[config.mk]
export PLATFORM = sky130hd
export DESIGN_NAME = teqg_gen
export DESIGN_NICKNAME = d
export VERILOG_FILES = /design/src/teqg_gen.v /design/src/teqg_spec_mem.v
export VERILOG_INCLUDE_DIRS = /design/src /design/src/src
export SDC_FILE = /design/constraint.sdc
export NUM_CORES = 1
export LEC_CHECK = 0
export BUFFER_PORTS_ARGS = -buffer_cell sky130_fd_sc_hd__buf_2
export CAP_MARGIN = 20
export CORE_MARGIN = 4
export CORE_UTILIZATION = 47
export CTS_CLUSTER_SIZE = 16
export DETAILED_ROUTE_END_ITERATION = 10
export PLACE_DENSITY_LB_ADDON = 0.25
export SETUP_SLACK_MARGIN = 0.15
export SYNTH_ARGS = -nofsm -noshare
export SYNTH_HDL_FRONTEND = slang
export SYNTH_SLANG_ARGS = --single-unit
export TNS_END_PERCENT = 1
[constraint.sdc]
create_clock -name clk -period 8.7 [get_ports clk]
set_input_delay 0.435 -clock clk [delete_from_list [all_inputs] [get_ports clk]]
set_output_delay 0.435 -clock clk [all_outputs]
set_load 0.005 [all_outputs]
[src/teqg_defines.vh]
// Purpose: constants for the trace exception / Q element generator
// Assumes: 64-bit virtual addresses, 125 MHz processor clock
// Notes:   element kind and isa codes are fixed encodings on the element port
`ifndef TEQG_DEFINES_VH
`define TEQG_DEFINES_VH
`define TEQG_VA_W          64
`define TEQG_CNT_W         16
`define TEQG_KIND_W        4
`define TEQG_EXC_W         4
`define TEQG_ISA_W         2
`define TEQG_DEPTH         16
`define TEQG_PTR_W         4
`define TEQG_ELEM_W        92
// element kinds
`define TEQG_K_EXCEPTION   4'h1
`define TEQG_K_SRC_ADDR    4'h2
`define TEQG_K_Q           4'h3
`define TEQG_K_CONTEXT     4'h4
`define TEQG_K_TGT_ADDR    4'h5
`define TEQG_K_TXN_START   4'h6
`define TEQG_K_COMMIT      4'h7
`define TEQG_K_CANCEL      4'h8
// exception types
`define TEQG_E_SYS_ERROR   4'h1
`define TEQG_E_DEBUG_HALT  4'h2
`define TEQG_E_PE_RESET    4'h3
`define TEQG_E_IMPDEF      4'h4
// instruction set codes
`define TEQG_ISA_WIDE      2'h0
`define TEQG_ISA_CLASSIC   2'h1
`define TEQG_ISA_COMPACT   2'h2
`define TEQG_ISA_UNKNOWN   2'h3
// identification strap default: transaction start counts as p0
`define TEQG_TXN_P0_DFLT   1'b1
`endif

[src/teqg_gen.v]
// Purpose: generates exception, source address, q, context and txn start
//          elements in program order for the trace encoder
// Assumes: retire events arrive in program order, at most one per cycle
// Notes:   encoder must accept elements (elem_ready) or retire stalls
// Operation
// imprecise system error reports exception link register value at take.
// imprecise debug halt reports debug link register value at take.
// system error reach is implementation defined; address passed as given.
// warm reset of the processing element emits a reset exception element.
// reset element: unknown address and context, no instructions implied.
// implementation defined exceptions traced only when enabled.
// implementation defined return address is instruction after last executed.
// source address: reached and included p0 instruction, taken; earlier not.
// source address carries final p0 address and one of three isa.
// source address counts as a p0 element.
// q element is p0 and must later be resolved or cancelled.
// q element optionally carries instruction count since last p0.
// q elements emitted in program order; encoder keeps order.
// exceptions never conveyed by q elements.
// taken exception return ends the q element.
// barrier followed by new context ends the q element.
// new context after q element emits a context element.
// context element may come before or after target address.
// unsynchronised context change ends q at last old-context instruction.
// identification flag states whether txn start is p0; classify to match.
// all p0 elements speculative, later committed or cancelled.
// p0 elements emitted in simple sequential execution order.
// isa attribute uses three fixed codes for all element kinds; the reset element carries a fourth code, TEQG_ISA_UNKNOWN.
`default_nettype none
`include "teqg_defines.vh"
module teqg_gen
(
  input  wire                      clk,             // processor clock
  input  wire                      rst_n,           // async reset, active low
  input  wire                      ret_valid,       // retire event valid
  input  wire [`TEQG_KIND_W-1:0]   ret_kind,        // requested element kind
  input  wire [`TEQG_EXC_W-1:0]    ret_exc_type,    // exception type
  input  wire                      ret_imprecise,   // exception is imprecise
  input  wire [`TEQG_VA_W-1:0]     ret_addr,        // instr va / return address
  input  wire [1:0]                ret_isa,         // 0 wide,1 classic,2 compact
  input  wire                      ret_cnt_known,   // q count supplied
  input  wire [`TEQG_CNT_W-1:0]    ret_cnt,         // q instruction count
  input  wire                      ret_eret_taken,  // q ends at taken eret
  input  wire                      ret_barrier_new, // q ends at barrier, new ctx
  input  wire                      ret_ctx_change,  // unsynchronised ctx change
  input  wire                      ctx_before_tgt,  // context before target addr
  input  wire [`TEQG_VA_W-1:0]     exception_link_register, // link reg value
  input  wire [`TEQG_VA_W-1:0]     debug_link_register,     // debug link value
  input  wire                      warm_reset_pulse, // pe warm reset event
  input  wire                      impdef_en,       // trace impdef exceptions
  input  wire                      commit_req,      // commit oldest p0
  input  wire                      cancel_req,      // cancel youngest p0
  input  wire                      elem_ready,      // encoder accepts element
  output reg                       ret_ready_ff,    // block accepts retire event
  output reg                       elem_valid_ff,   // element valid
  output reg  [`TEQG_KIND_W-1:0]   elem_kind_ff,    // element kind
  output reg  [`TEQG_EXC_W-1:0]    elem_exc_ff,     // exception type
  output reg  [`TEQG_VA_W-1:0]     elem_addr_ff,    // address field
  output reg  [1:0]                elem_isa_ff,     // isa code
  output reg                       elem_addr_unk_ff, // address unknown
  output reg                       elem_ctx_unk_ff, // context unknown
  output reg                       elem_cnt_vld_ff, // count field valid
  output reg  [`TEQG_CNT_W-1:0]    elem_cnt_ff,     // q instruction count
  output reg                       elem_is_p0_ff,   // element is in p0 group
  output reg                       txn_start_is_p0_flag, // id field, read only
  output reg  [`TEQG_PTR_W:0]      spec_depth_ff,   // unresolved p0 count
  output reg  [`TEQG_KIND_W-1:0]   oldest_kind_ff   // kind of oldest p0
);
  // state machine, one-hot
  localparam [2:0] ST_IDLE = 3'b001;
  localparam [2:0] ST_EMIT = 3'b010;
  localparam [2:0] ST_CTX  = 3'b100;

  reg [2:0]                 st_ff;
  reg [2:0]                 nxt_st;
  reg                       strap_done_ff;
  reg                       pend_ctx_ff;
  reg                       pend_tgt_ff;
  reg                       rst_pend_ff;
  reg                       ctx_first_ff;
  reg [`TEQG_KIND_W-1:0]    wr_kind;
  reg                       wr_en;
  reg [`TEQG_PTR_W-1:0]     head_ff;
  reg [`TEQG_PTR_W-1:0]     tail_ff;
  wire [`TEQG_KIND_W-1:0]   mem_rd;

  // decide membership in the p0 group
  function is_p0;
    input [`TEQG_KIND_W-1:0] k;
    input                    txn_p0;
    begin
      case (k)
        `TEQG_K_EXCEPTION: is_p0 = 1'b1;
        `TEQG_K_SRC_ADDR:  is_p0 = 1'b1;
        `TEQG_K_Q:         is_p0 = 1'b1;
        `TEQG_K_TXN_START: is_p0 = txn_p0;
        default:           is_p0 = 1'b0;
      endcase
    end
  endfunction

  // map isa input to the fixed code, anything else is unknown
  function [1:0] isa_code;
    input [1:0] i;
    begin
      case (i)
        2'h0:    isa_code = `TEQG_ISA_WIDE;
        2'h1:    isa_code = `TEQG_ISA_CLASSIC;
        2'h2:    isa_code = `TEQG_ISA_COMPACT;
        default: isa_code = `TEQG_ISA_UNKNOWN;
      endcase
    end
  endfunction

  wire out_free   = ~elem_valid_ff | elem_ready;
  // exceptions requested as q are refused, never mapped into q
  wire bad_q      = (ret_kind == `TEQG_K_Q) && (ret_exc_type != 4'h0);
  wire impdef_drop = (ret_kind == `TEQG_K_EXCEPTION) &&
                     (ret_exc_type == `TEQG_E_IMPDEF) && ~impdef_en;
  wire full       = spec_depth_ff[`TEQG_PTR_W];
  // a retire is only taken when its element can leave in the same cycle
  wire take_ret   = ret_valid && ret_ready_ff && (st_ff == ST_IDLE) && out_free && ~full;
  wire emit_ret   = take_ret && ~bad_q && ~impdef_drop;
  // a warm reset pulse is held pending until its element can go out
  wire rst_want   = warm_reset_pulse | rst_pend_ff;
  wire rst_emit   = rst_want && out_free && (st_ff == ST_IDLE) && ~take_ret && ~full;
  wire spec_push  = wr_en;
  wire spec_pop   = commit_req && (spec_depth_ff != 5'h00);
  wire spec_cut   = cancel_req && ~spec_pop && (spec_depth_ff != 5'h00);
  // a cancel meeting a push frees the youngest slot, so the new record reuses it
  wire [`TEQG_PTR_W-1:0] wr_slot = spec_cut ? (tail_ff - 4'h1) : tail_ff;

  teqg_spec_mem u_mem
  (
    .clk        (clk),
    .wr_en      (wr_en),
    .wr_addr    (wr_slot),
    .wr_data    (wr_kind),
    .rd_addr    (head_ff),
    .rd_data_ff (mem_rd)
  );

  // next state: q closing a context needs a context element too
  always @*
  begin
    nxt_st = st_ff;
    case (st_ff)
      ST_IDLE:
        if (emit_ret && out_free && (ret_kind == `TEQG_K_Q) &&
            (ret_barrier_new || ret_ctx_change))
          nxt_st = ST_CTX;
      ST_CTX:
        if (out_free)
          nxt_st = ST_EMIT;
      ST_EMIT:
        if (out_free)
          nxt_st = ST_IDLE;
      default: nxt_st = ST_IDLE;
    endcase
  end

  // speculation record written for each p0 element emitted, reset element too
  always @*
  begin
    wr_en   = (emit_ret && is_p0(ret_kind, txn_start_is_p0_flag)) || rst_emit;
    wr_kind = rst_emit ? `TEQG_K_EXCEPTION : ret_kind;
  end

  // strap the id flag once after reset release
  always @(posedge clk or negedge rst_n)
  begin
    if (!rst_n)
    begin
      txn_start_is_p0_flag <= 1'b0;
      strap_done_ff        <= 1'b0;
    end
    else if (!strap_done_ff)
    begin
      txn_start_is_p0_flag <= `TEQG_TXN_P0_DFLT;
      strap_done_ff        <= 1'b1;
    end
  end

  // speculation depth and pointers; commit from head, cancel from tail
  always @(posedge clk or negedge rst_n)
  begin
    if (!rst_n)
    begin
      head_ff       <= 4'h0;
      tail_ff       <= 4'h0;
      spec_depth_ff <= 5'h00;
      oldest_kind_ff <= 4'h0;
    end
    else
    begin
      oldest_kind_ff <= mem_rd;
      if (spec_push && !spec_cut)
        tail_ff <= tail_ff + 4'h1;
      else if (spec_cut && !spec_push)
        tail_ff <= tail_ff - 4'h1;
      if (spec_pop)
        head_ff <= head_ff + 4'h1;
      if (spec_push && !(spec_pop || spec_cut))
        spec_depth_ff <= spec_depth_ff + 5'h01;
      else if (!spec_push && (spec_pop || spec_cut))
        spec_depth_ff <= spec_depth_ff - 5'h01;
    end
  end

  // main sequencer and element output register
  always @(posedge clk or negedge rst_n)
  begin
    if (!rst_n)
    begin
      st_ff            <= ST_IDLE;
      ret_ready_ff     <= 1'b0;
      elem_valid_ff    <= 1'b0;
      elem_kind_ff     <= 4'h0;
      elem_exc_ff      <= 4'h0;
      elem_addr_ff     <= 64'h0000000000000000;
      elem_isa_ff      <= 2'h0;
      elem_addr_unk_ff <= 1'b0;
      elem_ctx_unk_ff  <= 1'b0;
      elem_cnt_vld_ff  <= 1'b0;
      elem_cnt_ff      <= 16'h0000;
      elem_is_p0_ff    <= 1'b0;
      pend_ctx_ff      <= 1'b0;
      pend_tgt_ff      <= 1'b0;
      rst_pend_ff      <= 1'b0;
      ctx_first_ff     <= 1'b0;
    end
    else
    begin
      st_ff <= nxt_st;
      // stall retire while busy, record full or a warm reset still owed
      ret_ready_ff <= (nxt_st == ST_IDLE) && ~full && ~rst_want;
      // a pulse meeting the emission of an older one stays pending
      rst_pend_ff  <= warm_reset_pulse ? (rst_pend_ff | ~rst_emit) : (rst_pend_ff & ~rst_emit);
      if (elem_ready)
        elem_valid_ff <= 1'b0;
      // a retire taken this cycle goes first; the reset waits for its element and any context/target follow-ups
      if (rst_emit)
      begin
        elem_valid_ff    <= 1'b1;
        elem_kind_ff     <= `TEQG_K_EXCEPTION;
        elem_exc_ff      <= `TEQG_E_PE_RESET;
        elem_addr_ff     <= 64'h0000000000000000;
        elem_isa_ff      <= `TEQG_ISA_UNKNOWN;
        elem_addr_unk_ff <= 1'b1;
        elem_ctx_unk_ff  <= 1'b1;
        elem_cnt_vld_ff  <= 1'b1;
        elem_cnt_ff      <= 16'h0000;
        elem_is_p0_ff    <= 1'b1;
      end
      else if (emit_ret && out_free)
      begin
        elem_valid_ff    <= 1'b1;
        elem_kind_ff     <= ret_kind;
        elem_exc_ff      <= ret_exc_type;
        elem_isa_ff      <= isa_code(ret_isa);
        elem_addr_unk_ff <= 1'b0;
        elem_ctx_unk_ff  <= 1'b0;
        elem_cnt_vld_ff  <= (ret_kind == `TEQG_K_Q) && ret_cnt_known;
        elem_cnt_ff      <= ret_cnt;
        elem_is_p0_ff    <= is_p0(ret_kind, txn_start_is_p0_flag);
        // preferred return address selection
        if (ret_kind == `TEQG_K_EXCEPTION && ret_imprecise &&
            ret_exc_type == `TEQG_E_SYS_ERROR)
          elem_addr_ff <= exception_link_register;
        else if (ret_kind == `TEQG_K_EXCEPTION && ret_imprecise &&
                 ret_exc_type == `TEQG_E_DEBUG_HALT)
          elem_addr_ff <= debug_link_register;
        else
          elem_addr_ff <= ret_addr;
        // q with barrier or ctx change closes here, follow-ups queued; eret only sets pend_tgt_ff
        pend_ctx_ff <= (ret_kind == `TEQG_K_Q) &&
                       (ret_barrier_new || ret_ctx_change);
        pend_tgt_ff <= (ret_kind == `TEQG_K_Q) &&
                       (ret_barrier_new || ret_ctx_change || ret_eret_taken);
        // order of the follow-up pair is fixed at the q, inputs may move on
        ctx_first_ff <= ctx_before_tgt;
      end
      else if (st_ff == ST_CTX && out_free)
      begin
        // first follow-up: context or target, per ordering choice
        elem_valid_ff    <= 1'b1;
        elem_kind_ff     <= ctx_first_ff ? `TEQG_K_CONTEXT : `TEQG_K_TGT_ADDR;
        elem_cnt_vld_ff  <= 1'b0;
        elem_is_p0_ff    <= 1'b0;
      end
      else if (st_ff == ST_EMIT && out_free)
      begin
        // second follow-up completes the pair
        elem_valid_ff    <= 1'b1;
        elem_kind_ff     <= ctx_first_ff ? `TEQG_K_TGT_ADDR : `TEQG_K_CONTEXT;
        elem_cnt_vld_ff  <= 1'b0;
        elem_is_p0_ff    <= 1'b0;
        pend_ctx_ff      <= 1'b0;
        pend_tgt_ff      <= 1'b0;
      end
    end
  end
endmodule
`default_nettype wire

[src/teqg_spec_mem.v]
// Purpose: small register-file memory of speculative p0 element kinds
// Assumes: one write and one read port, single clock
// Notes:   read data is registered, one cycle latency
`default_nettype none
`include "teqg_defines.vh"
module teqg_spec_mem
(
  input  wire                     clk,      // processor clock
  input  wire                     wr_en,    // write strobe
  input  wire [`TEQG_PTR_W-1:0]   wr_addr,  // write slot
  input  wire [`TEQG_KIND_W-1:0]  wr_data,  // element kind
  input  wire [`TEQG_PTR_W-1:0]   rd_addr,  // read slot
  output reg  [`TEQG_KIND_W-1:0]  rd_data_ff // registered read data
);
  reg [`TEQG_KIND_W-1:0] mem [0:`TEQG_DEPTH-1];

  // write port, no reset needed on storage
  always @(posedge clk)
  begin
    if (wr_en)
      mem[wr_addr] <= wr_data;
  end

  // registered read port
  always @(posedge clk)
  begin
    rd_data_ff <= mem[rd_addr];
  end
endmodule
`default_nettype wire
# [Word level (Yosys, flattened, before mapping)]
# Memories as Yosys holds them, arrays and structs flattened. A register that Yosys moved wholly into a read port is not among the register bits.
# Index checks and enable logic that the tools add are counted.
[word_totals] reg_bits=119 ram_bits=64 input_bits=232 wordCells=143 out_inout_bits=106 mem_count=1
[memory_table] name="u_mem.mem" words=16 word_bits=4 rd=1 rd_clocked_by_memory_dff=1 wr=1 line_no="teqg_spec_mem.v:15" source="reg [`TEQG_KIND_W-1:0] mem [0:`TEQG_DEPTH-1];"
[classes] n_bitwise=13 n_reduce_logical=48 muxes=44 n_addsub=5 n_eq_ne=13
[op_table] cell="2-to-1 mux 64 bit" n=4
[op_table] cell="2-to-1 mux 4 bit" n=10
[op_table] cell="logical AND 1 bit" n=32
[op_table] cell="2-to-1 mux 16 bit" n=2
[op_table] cell="2-to-1 mux 1 bit" n=18
[op_table] cell="== test 4 x 2 -> 1 bit (second input constant)" n=3
[op_table] cell="2-to-1 mux 5 bit" n=2
[op_table] cell="nonzero test 5 bit" n=2
[op_table] cell="2-to-1 mux 3 bit" n=3
[op_table] cell="inverter 1 bit" n=9
[op_table] cell="one-hot mux 3 bit (3 select lines)" n=1
[op_table] cell="adder 4 x 1 -> 4 bit (second input constant)" n=2
[op_table] cell="== test 4 x 1 -> 1 bit (second input constant)" n=2
[op_table] cell="== test 4 x 3 -> 1 bit (second input constant)" n=2
[op_table] cell="nonzero test 4 bit" n=2
[op_table] cell="== test 3 x 1 -> 1 bit (second input constant)" n=2
[op_table] cell="one-hot mux 2 bit (3 select lines)" n=1
[op_table] cell="nonzero test 2 bit" n=3
[op_table] cell="adder 5 x 1 -> 5 bit (second input constant)" n=1
[op_table] cell="subtractor 5 x 1 -> 5 bit (second input constant)" n=1
[op_table] cell="2-to-1 mux 2 bit" n=2
[op_table] cell="subtractor 4 x 1 -> 4 bit (second input constant)" n=1
[op_table] cell="== test 3 x 2 -> 1 bit (second input constant)" n=1
[op_table] cell="== test 3 bit (second input constant)" n=1
[op_table] cell="other kinds (10)" n=16

# [Longest topological paths before layout]
[depth] ltp_word=14 mapped_depth=14 ltp_nobuf=13

# [By module]
# Synthesis repeated with hierarchy kept, for this count alone.
[hier_totals] cells_unflattened=768 hier_area_um2=9083.7
[by_module_without_submodules] mod="teqg_gen" instances=1 seq_area_each_um2=2979.1 area_per_inst_um2=6417.4 cells_per_inst=638
[by_module_without_submodules] mod="teqg_spec_mem" instances=1 seq_area_each_um2=2001.9 area_per_inst_um2=2666.3 cells_per_inst=130

# [Worst setup path before layout]
# No wires, ideal clock.
[synth_path] kind="reg2reg" from="register st_ff[0]" to="register spec_depth_ff[4]" arrival_time_ns=2.959 setup_time_ns=0.129 required_time_ns=8.571 slack_ns=5.612 n_path_buf=0 stages_incl_launch_ff=14 synth_period_minus_slack_ns=3.088 path_cell_list="dfstp_2 -> nor4b_4 -> nand4_2 -> nor4_1 -> nor2_1 -> inv_1 -> ha_1 -> inv_1 -> fa_1 -> a21o_1 -> a21oi_1 -> xnor2_1 -> nor2_1 -> xor2_1"
[synth_via] elab_chain_cells=11 elab_cells_between_ends=17 cone_classes="eq/ne: 1; mux: 1; bitwise: 1; reduce/logical: 14"
[synth_rtl] item="start: declaration" line_no="teqg_gen.v:74" source="reg [2:0] st_ff;"
[synth_rtl] item="start signal: assignment" line_no="teqg_gen.v:234" source="st_ff <= nxt_st;"
[synth_rtl] item="== test 3 x 1 -> 1 bit *" line_no="teqg_gen.v:122, teqg_gen.v:126"
[synth_rtl] item="logical AND 1 bit (3 in series)" line_no="teqg_gen.v:122" source="wire take_ret = ret_valid && ret_ready_ff && (st_ff == ST_IDLE) && out_free && ~full;"
[synth_rtl] item="logical AND 1 bit or inverter 1 bit (tied branches)" line_no="teqg_gen.v:123, teqg_gen.v:126"
[synth_rtl] item="logical AND 1 bit, on equally long branches" line_no="teqg_gen.v:123, teqg_gen.v:126"
[synth_rtl] item="logical AND 1 bit, on equally long branches" line_no="teqg_gen.v:165, teqg_gen.v:126"
[synth_rtl] item="logical OR 1 bit *" line_no="teqg_gen.v:165" source="wr_en = (emit_ret && is_p0(ret_kind, txn_start_is_p0_flag)) || rst_emit;"
[synth_rtl] item="zero test 1 bit" line_no="teqg_gen.v:205" source="else if (!spec_push && (spec_pop || spec_cut))"
[synth_rtl] item="logical AND 1 bit" line_no="teqg_gen.v:205"
[synth_rtl] item="nonzero test 2 bit (no source line)"
[synth_rtl] item="end signal: assignment" line_no="teqg_gen.v:204" source="spec_depth_ff <= spec_depth_ff + 5'h01;"
[synth_rtl] item="end signal: assignment" line_no="teqg_gen.v:206" source="spec_depth_ff <= spec_depth_ff - 5'h01;"
[synth_rtl] item="end: declaration" line_no="teqg_gen.v:66" source="output reg [`TEQG_PTR_W:0] spec_depth_ff,"
# Mark *: on every way between the ends. The rest lies on a longest branch, timed or not.
# A chain may end at the register's enable or synchronous reset.

# [Final worst setup path]
# Ends and elaborated chain as after synthesis.

==> results.md <==
Run status:
- The flow ran to the end, and the final reports show no timing, DRC or antenna violations.

CTS:
- At the later pin of the worst-skew pair, clock insertion delay measures 430 ps.
- CTS built an H-tree with a depth of 4.
- The clock tree from TritonCTS is built.
- The post-cts repair resize count is 0.
- The cts-stage hold buffer count is 0.
- The clock-pin slew reported for the worst setup and hold paths after clock tree synthesis is 70 ps.
- The tree is rooted in a clkbuf_16.
- Counting every sink on the clock net gives 187.
- The total setup buffers inserted after CTS is 0.
- The number of clock buffers inserted by TritonCTS is 17.
- The clock passes through at most 2 buffers.

STA:
- The number of setup violations in the final report is 0.
- The total count of hold-check failures in the final report came to 0.
- The headroom to the max-slew limit is 31.22%.
- The final setup TNS is 0 ps.
- Setup repair after global routing left no endpoint under its margin.
- The number of pins with negative max-slew slack in the final report is 0.
- The clock period could shrink to 3615 ps.
- For this run, the top clock speed supported by timing is 0.2766 GHz.
- Clock skew on the completed layout was measured at 10.51 ps.
- In the post-route analysis, the smallest setup slack over all paths is 5085 ps.
- At the pin with the least slew margin, the transition time is 1032 ps.
- The final clock period utilization by the worst path is 41.55%.

Critical path:
- The worst path required time is 9000 ps.
- The launching element of the worst setup path is st_ff[0].
- The critical path data arrival time is 3920 ps.
- STA classifies the critical path startpoint as a flip-flop.
- In this run the critical register-to-register path is launched from st_ff[0].
- The kind of end point of the critical path is a flip-flop.
- Along the worst path, the maximum fanout reaches 10.
- The critical path is of the flip-flop to flip-flop type.

Power:
- For this design the ratio of total power to cell area is 260.6 nW/µm².
- The maximum ir drop on the vdd rail is 140.3 µV.
- The cell leakage power is 0.004988 µW.
- The overall power is 2902 µW.

Die:
- The die boundary height is 144.6 µm.
- The floorplan step defined a die boundary enclosing 20920 µm².
- The floorplan has 49 rows.
- The die width is 144.6 µm.
- The count of pins on the block boundary is 338.
- The initial utilization of the core area, before any placement, comes to 48.36%.
- The placeable core region is 18150 µm².

Placement:
- The worst-case setup slack after placement is 5152 ps.
- Routability-driven placement finished with a final weighted congestion of 0.8673.
- The count of input and output buffers is 336.
- Once detailed placement completed, the half-perimeter wirelength came to 19340 µm.
- Summing all placed instances gives a cell area of 10540 µm².

Global route:
- The first global-routing pass estimated 40790 µm of wire.
- The initial antenna violation count was 10.
- In the global route stage, overall resource usage came out at 25.65%.
- The number of global-route vias before repair is 7339.
- Global routing finished with a remaining overflow of 0.
- The largest net degree at the start of global routing is 122.

Synthesis:
- Summing every instance area after synthesis gives 8776 µm².
- The number of flops mapped to enable cells by yosys is 64.
- Among all flip-flop cells after synthesis, the most frequent one is dfrtp_1.
- After synthesis, the netlist uses 58 different library cells.
- Sequential elements use 56.76% of the synthesized area.
- The Yosys step of the flow raised 0 warnings.
- The async set-or-reset flop fraction in the synthesized netlist is 63.64%.
- Averaged over all synthesized cells, the footprint is 11.37 µm².
- The count of state elements after synthesis is 187.
- The net count of the mapped netlist is 1013.
- The number of cells produced by synthesis is 772.

Drt:
- Summing over every cut layer, the via total after detailed routing is 7569.
- After detailed routing, the met3 layer carries 2034 µm of wire.
- The detailed-route vias per instance is 5.747.
- The detailed-routing wirelength on met1 is 10780 µm.
- The routed wire length per instance is 20.47 µm.
- The final antenna-violating net count is 0.
- The routed design has 26950 µm of wire.
- The first detailed-routing pass ran for 4 iterations.
- Wire segments on met2 add up to 13280 µm in the final route.
- The highest metal layer with signal wires is met5.
- The first-iteration detailed-routing DRC count is 502.
- The post-detailed-route DRC marker count is 0.

Layout:
- The post-route cell area is 11140 µm².
- In the layout the commonest cells are buf_2 (335), dfrtp_1 (118), nand3_1 (87), o22ai_1 (66).
- Cells fill 61.36% of the core in the end.
- Leaving out fill and tap cells, the most frequent cell in the layout is buf_2.
- The number of fill cells in the layout is 1514.
- Summing all multi-input logic gate instances after layout gives 3470 µm².
- From synthesis to final layout, the design area changed by 26.89%.
- In the final layout, the share of cells above drive strength 1 is 37.74%.
- Across the whole layout, storage elements account for 4981 µm².
- The number of nets in the layout is 1309.

Hold path:
- The worst hold path belongs to the class input pin to async pin.

Flow run:
- The tool flagged a number of max-cap violations equal to 0.
-- Yosys cell counts (3+ instances only) --
cell type / count / share of area, %
nor2_1: 22 / 0.94
inv_1: 6 / 0.26
and3_1: 4 / 0.29
a21oi_1: 7 / 0.40
nor4_1: 3 / 0.21
o2111ai_1: 3 / 0.30
and2_1: 3 / 0.21
o21ai_0: 55 / 3.1
buf_6: 9 / 1.2
xor2_1: 5 / 0.50
clkbuf_1: 51 / 2.2
nand2_1: 59 / 2.5
edfxtp_1: 64 / 22
nor3_1: 16 / 0.91
or2_2: 4 / 0.29
ha_1: 8 / 1.1
xnor2_1: 9 / 0.90
nand2b_1: 10 / 0.71
nor3b_1: 3 / 0.26
o22a_1: 64 / 6.4
o21ai_1: 20 / 1.1
nand3_1: 87 / 5.0
buf_2: 6 / 0.34
nor2b_1: 3 / 0.21
mux4_2: 20 / 5.1
o22ai_1: 66 / 4.7
a31oi_1: 6 / 0.43
dfrtp_1: 118 / 34
nand4_1: 3 / 0.21
dfxtp_1: 4 / 0.91
-- worst max-delay path: stages, from the launching register on --
cell	delay, ps
dfstp_2	580
nor4b_4	340
nand4_2	200
nor4_1	490
nor2_1	280
inv_1	180
ha_1	200
inv_1	110
fa_1	410
a21o_1	170
a21oi_1	170
xnor2_1	140
nor2_1	80
xor2_1	150
-- flip-flops by register name (all words and copies together) (netlist names), 2 cells and up --
| name | cells |
|---|---|
| elem_addr_ff | 64 |
| u_mem.mem | 64 |
| elem_cnt_ff | 16 |
| spec_depth_ff | 5 |
| elem_exc_ff | 4 |
| elem_kind_ff | 4 |
| head_ff | 4 |
| oldest_kind_ff | 4 |
| tail_ff | 4 |
| u_mem.rd_data_ff | 4 |
| st_ff | 3 |
| elem_isa_ff | 2 |
-- layout make-up --
cell class	count	share of cell area, %
Clock buffer	18	3.854
Inverter	7	0.2360
Timing Repair Buffer	345	15.91
Multi-Input combinational cell	510	31.16
Tap cell	229	2.573
Sequential cell	187	44.73
Clock inverter	14	1.382
Antenna cell	7	0.1573
-- report_power, final --
| part | switching, µW | leakage [µW] | total (µW) | internal (µW) |
|---|---|---|---|---|
| combinational | 490 | 0.00254 | 897 | 407 |
| clock | 333 | 0.000271 | 780 | 447 |
| sequential | 131 | 0.00218 | 1230 | 1090 |
| total | 954 | 0.00499 | 2900 | 1950 |
-- per-stage QoR --
stage	hold WS (ps)	cells
2_1_floorplan	139.4	772
3_3_place_gp	319.9	1277
3_5_place_dp	320.9	1278
4_1_cts	65.82	1310
5_1_grt	104.3	1315
6_report	50.71	1317
-- path summary, 6_finish.rpt --
check	endpoint	slack (ps)	cells past startpoint
worst min-delay path	elem_ctx_unk_ff	50	1
worst max register to register	spec_depth_ff[4]	5080	13
min in group clk	elem_cnt_ff[12]	190	3
max in group asynchronous	elem_addr_ff[54]	7300	2
worst min register to register	oldest_kind_ff[1]	330	0
worst max-delay path	spec_depth_ff[4]	5080	13
-- logic make-up (layout without fill, tap and decap cells) --
family	after synthesis	in the layout	share of synthesized area (%)
compound gates	235	235	17.81
xor+xnor	14	14	1.397
fa+ha+maj	10	10	1.483
buf+inv	75	384	4.106
flops	187	187	56.76
mux	23	23	5.503
other cells	1	8	0.04273
simple gates	227	227	12.90
-- metal layers --
layer / up-vias / global-route usage [%]
met3: 61 / 7.705
met4: 10 / 9.671
li1: 3537 / -
met1: 3637 / 33.86
met2: 324 / 40.21
met5: - / 0
Power figures use the tool's default switching activity.
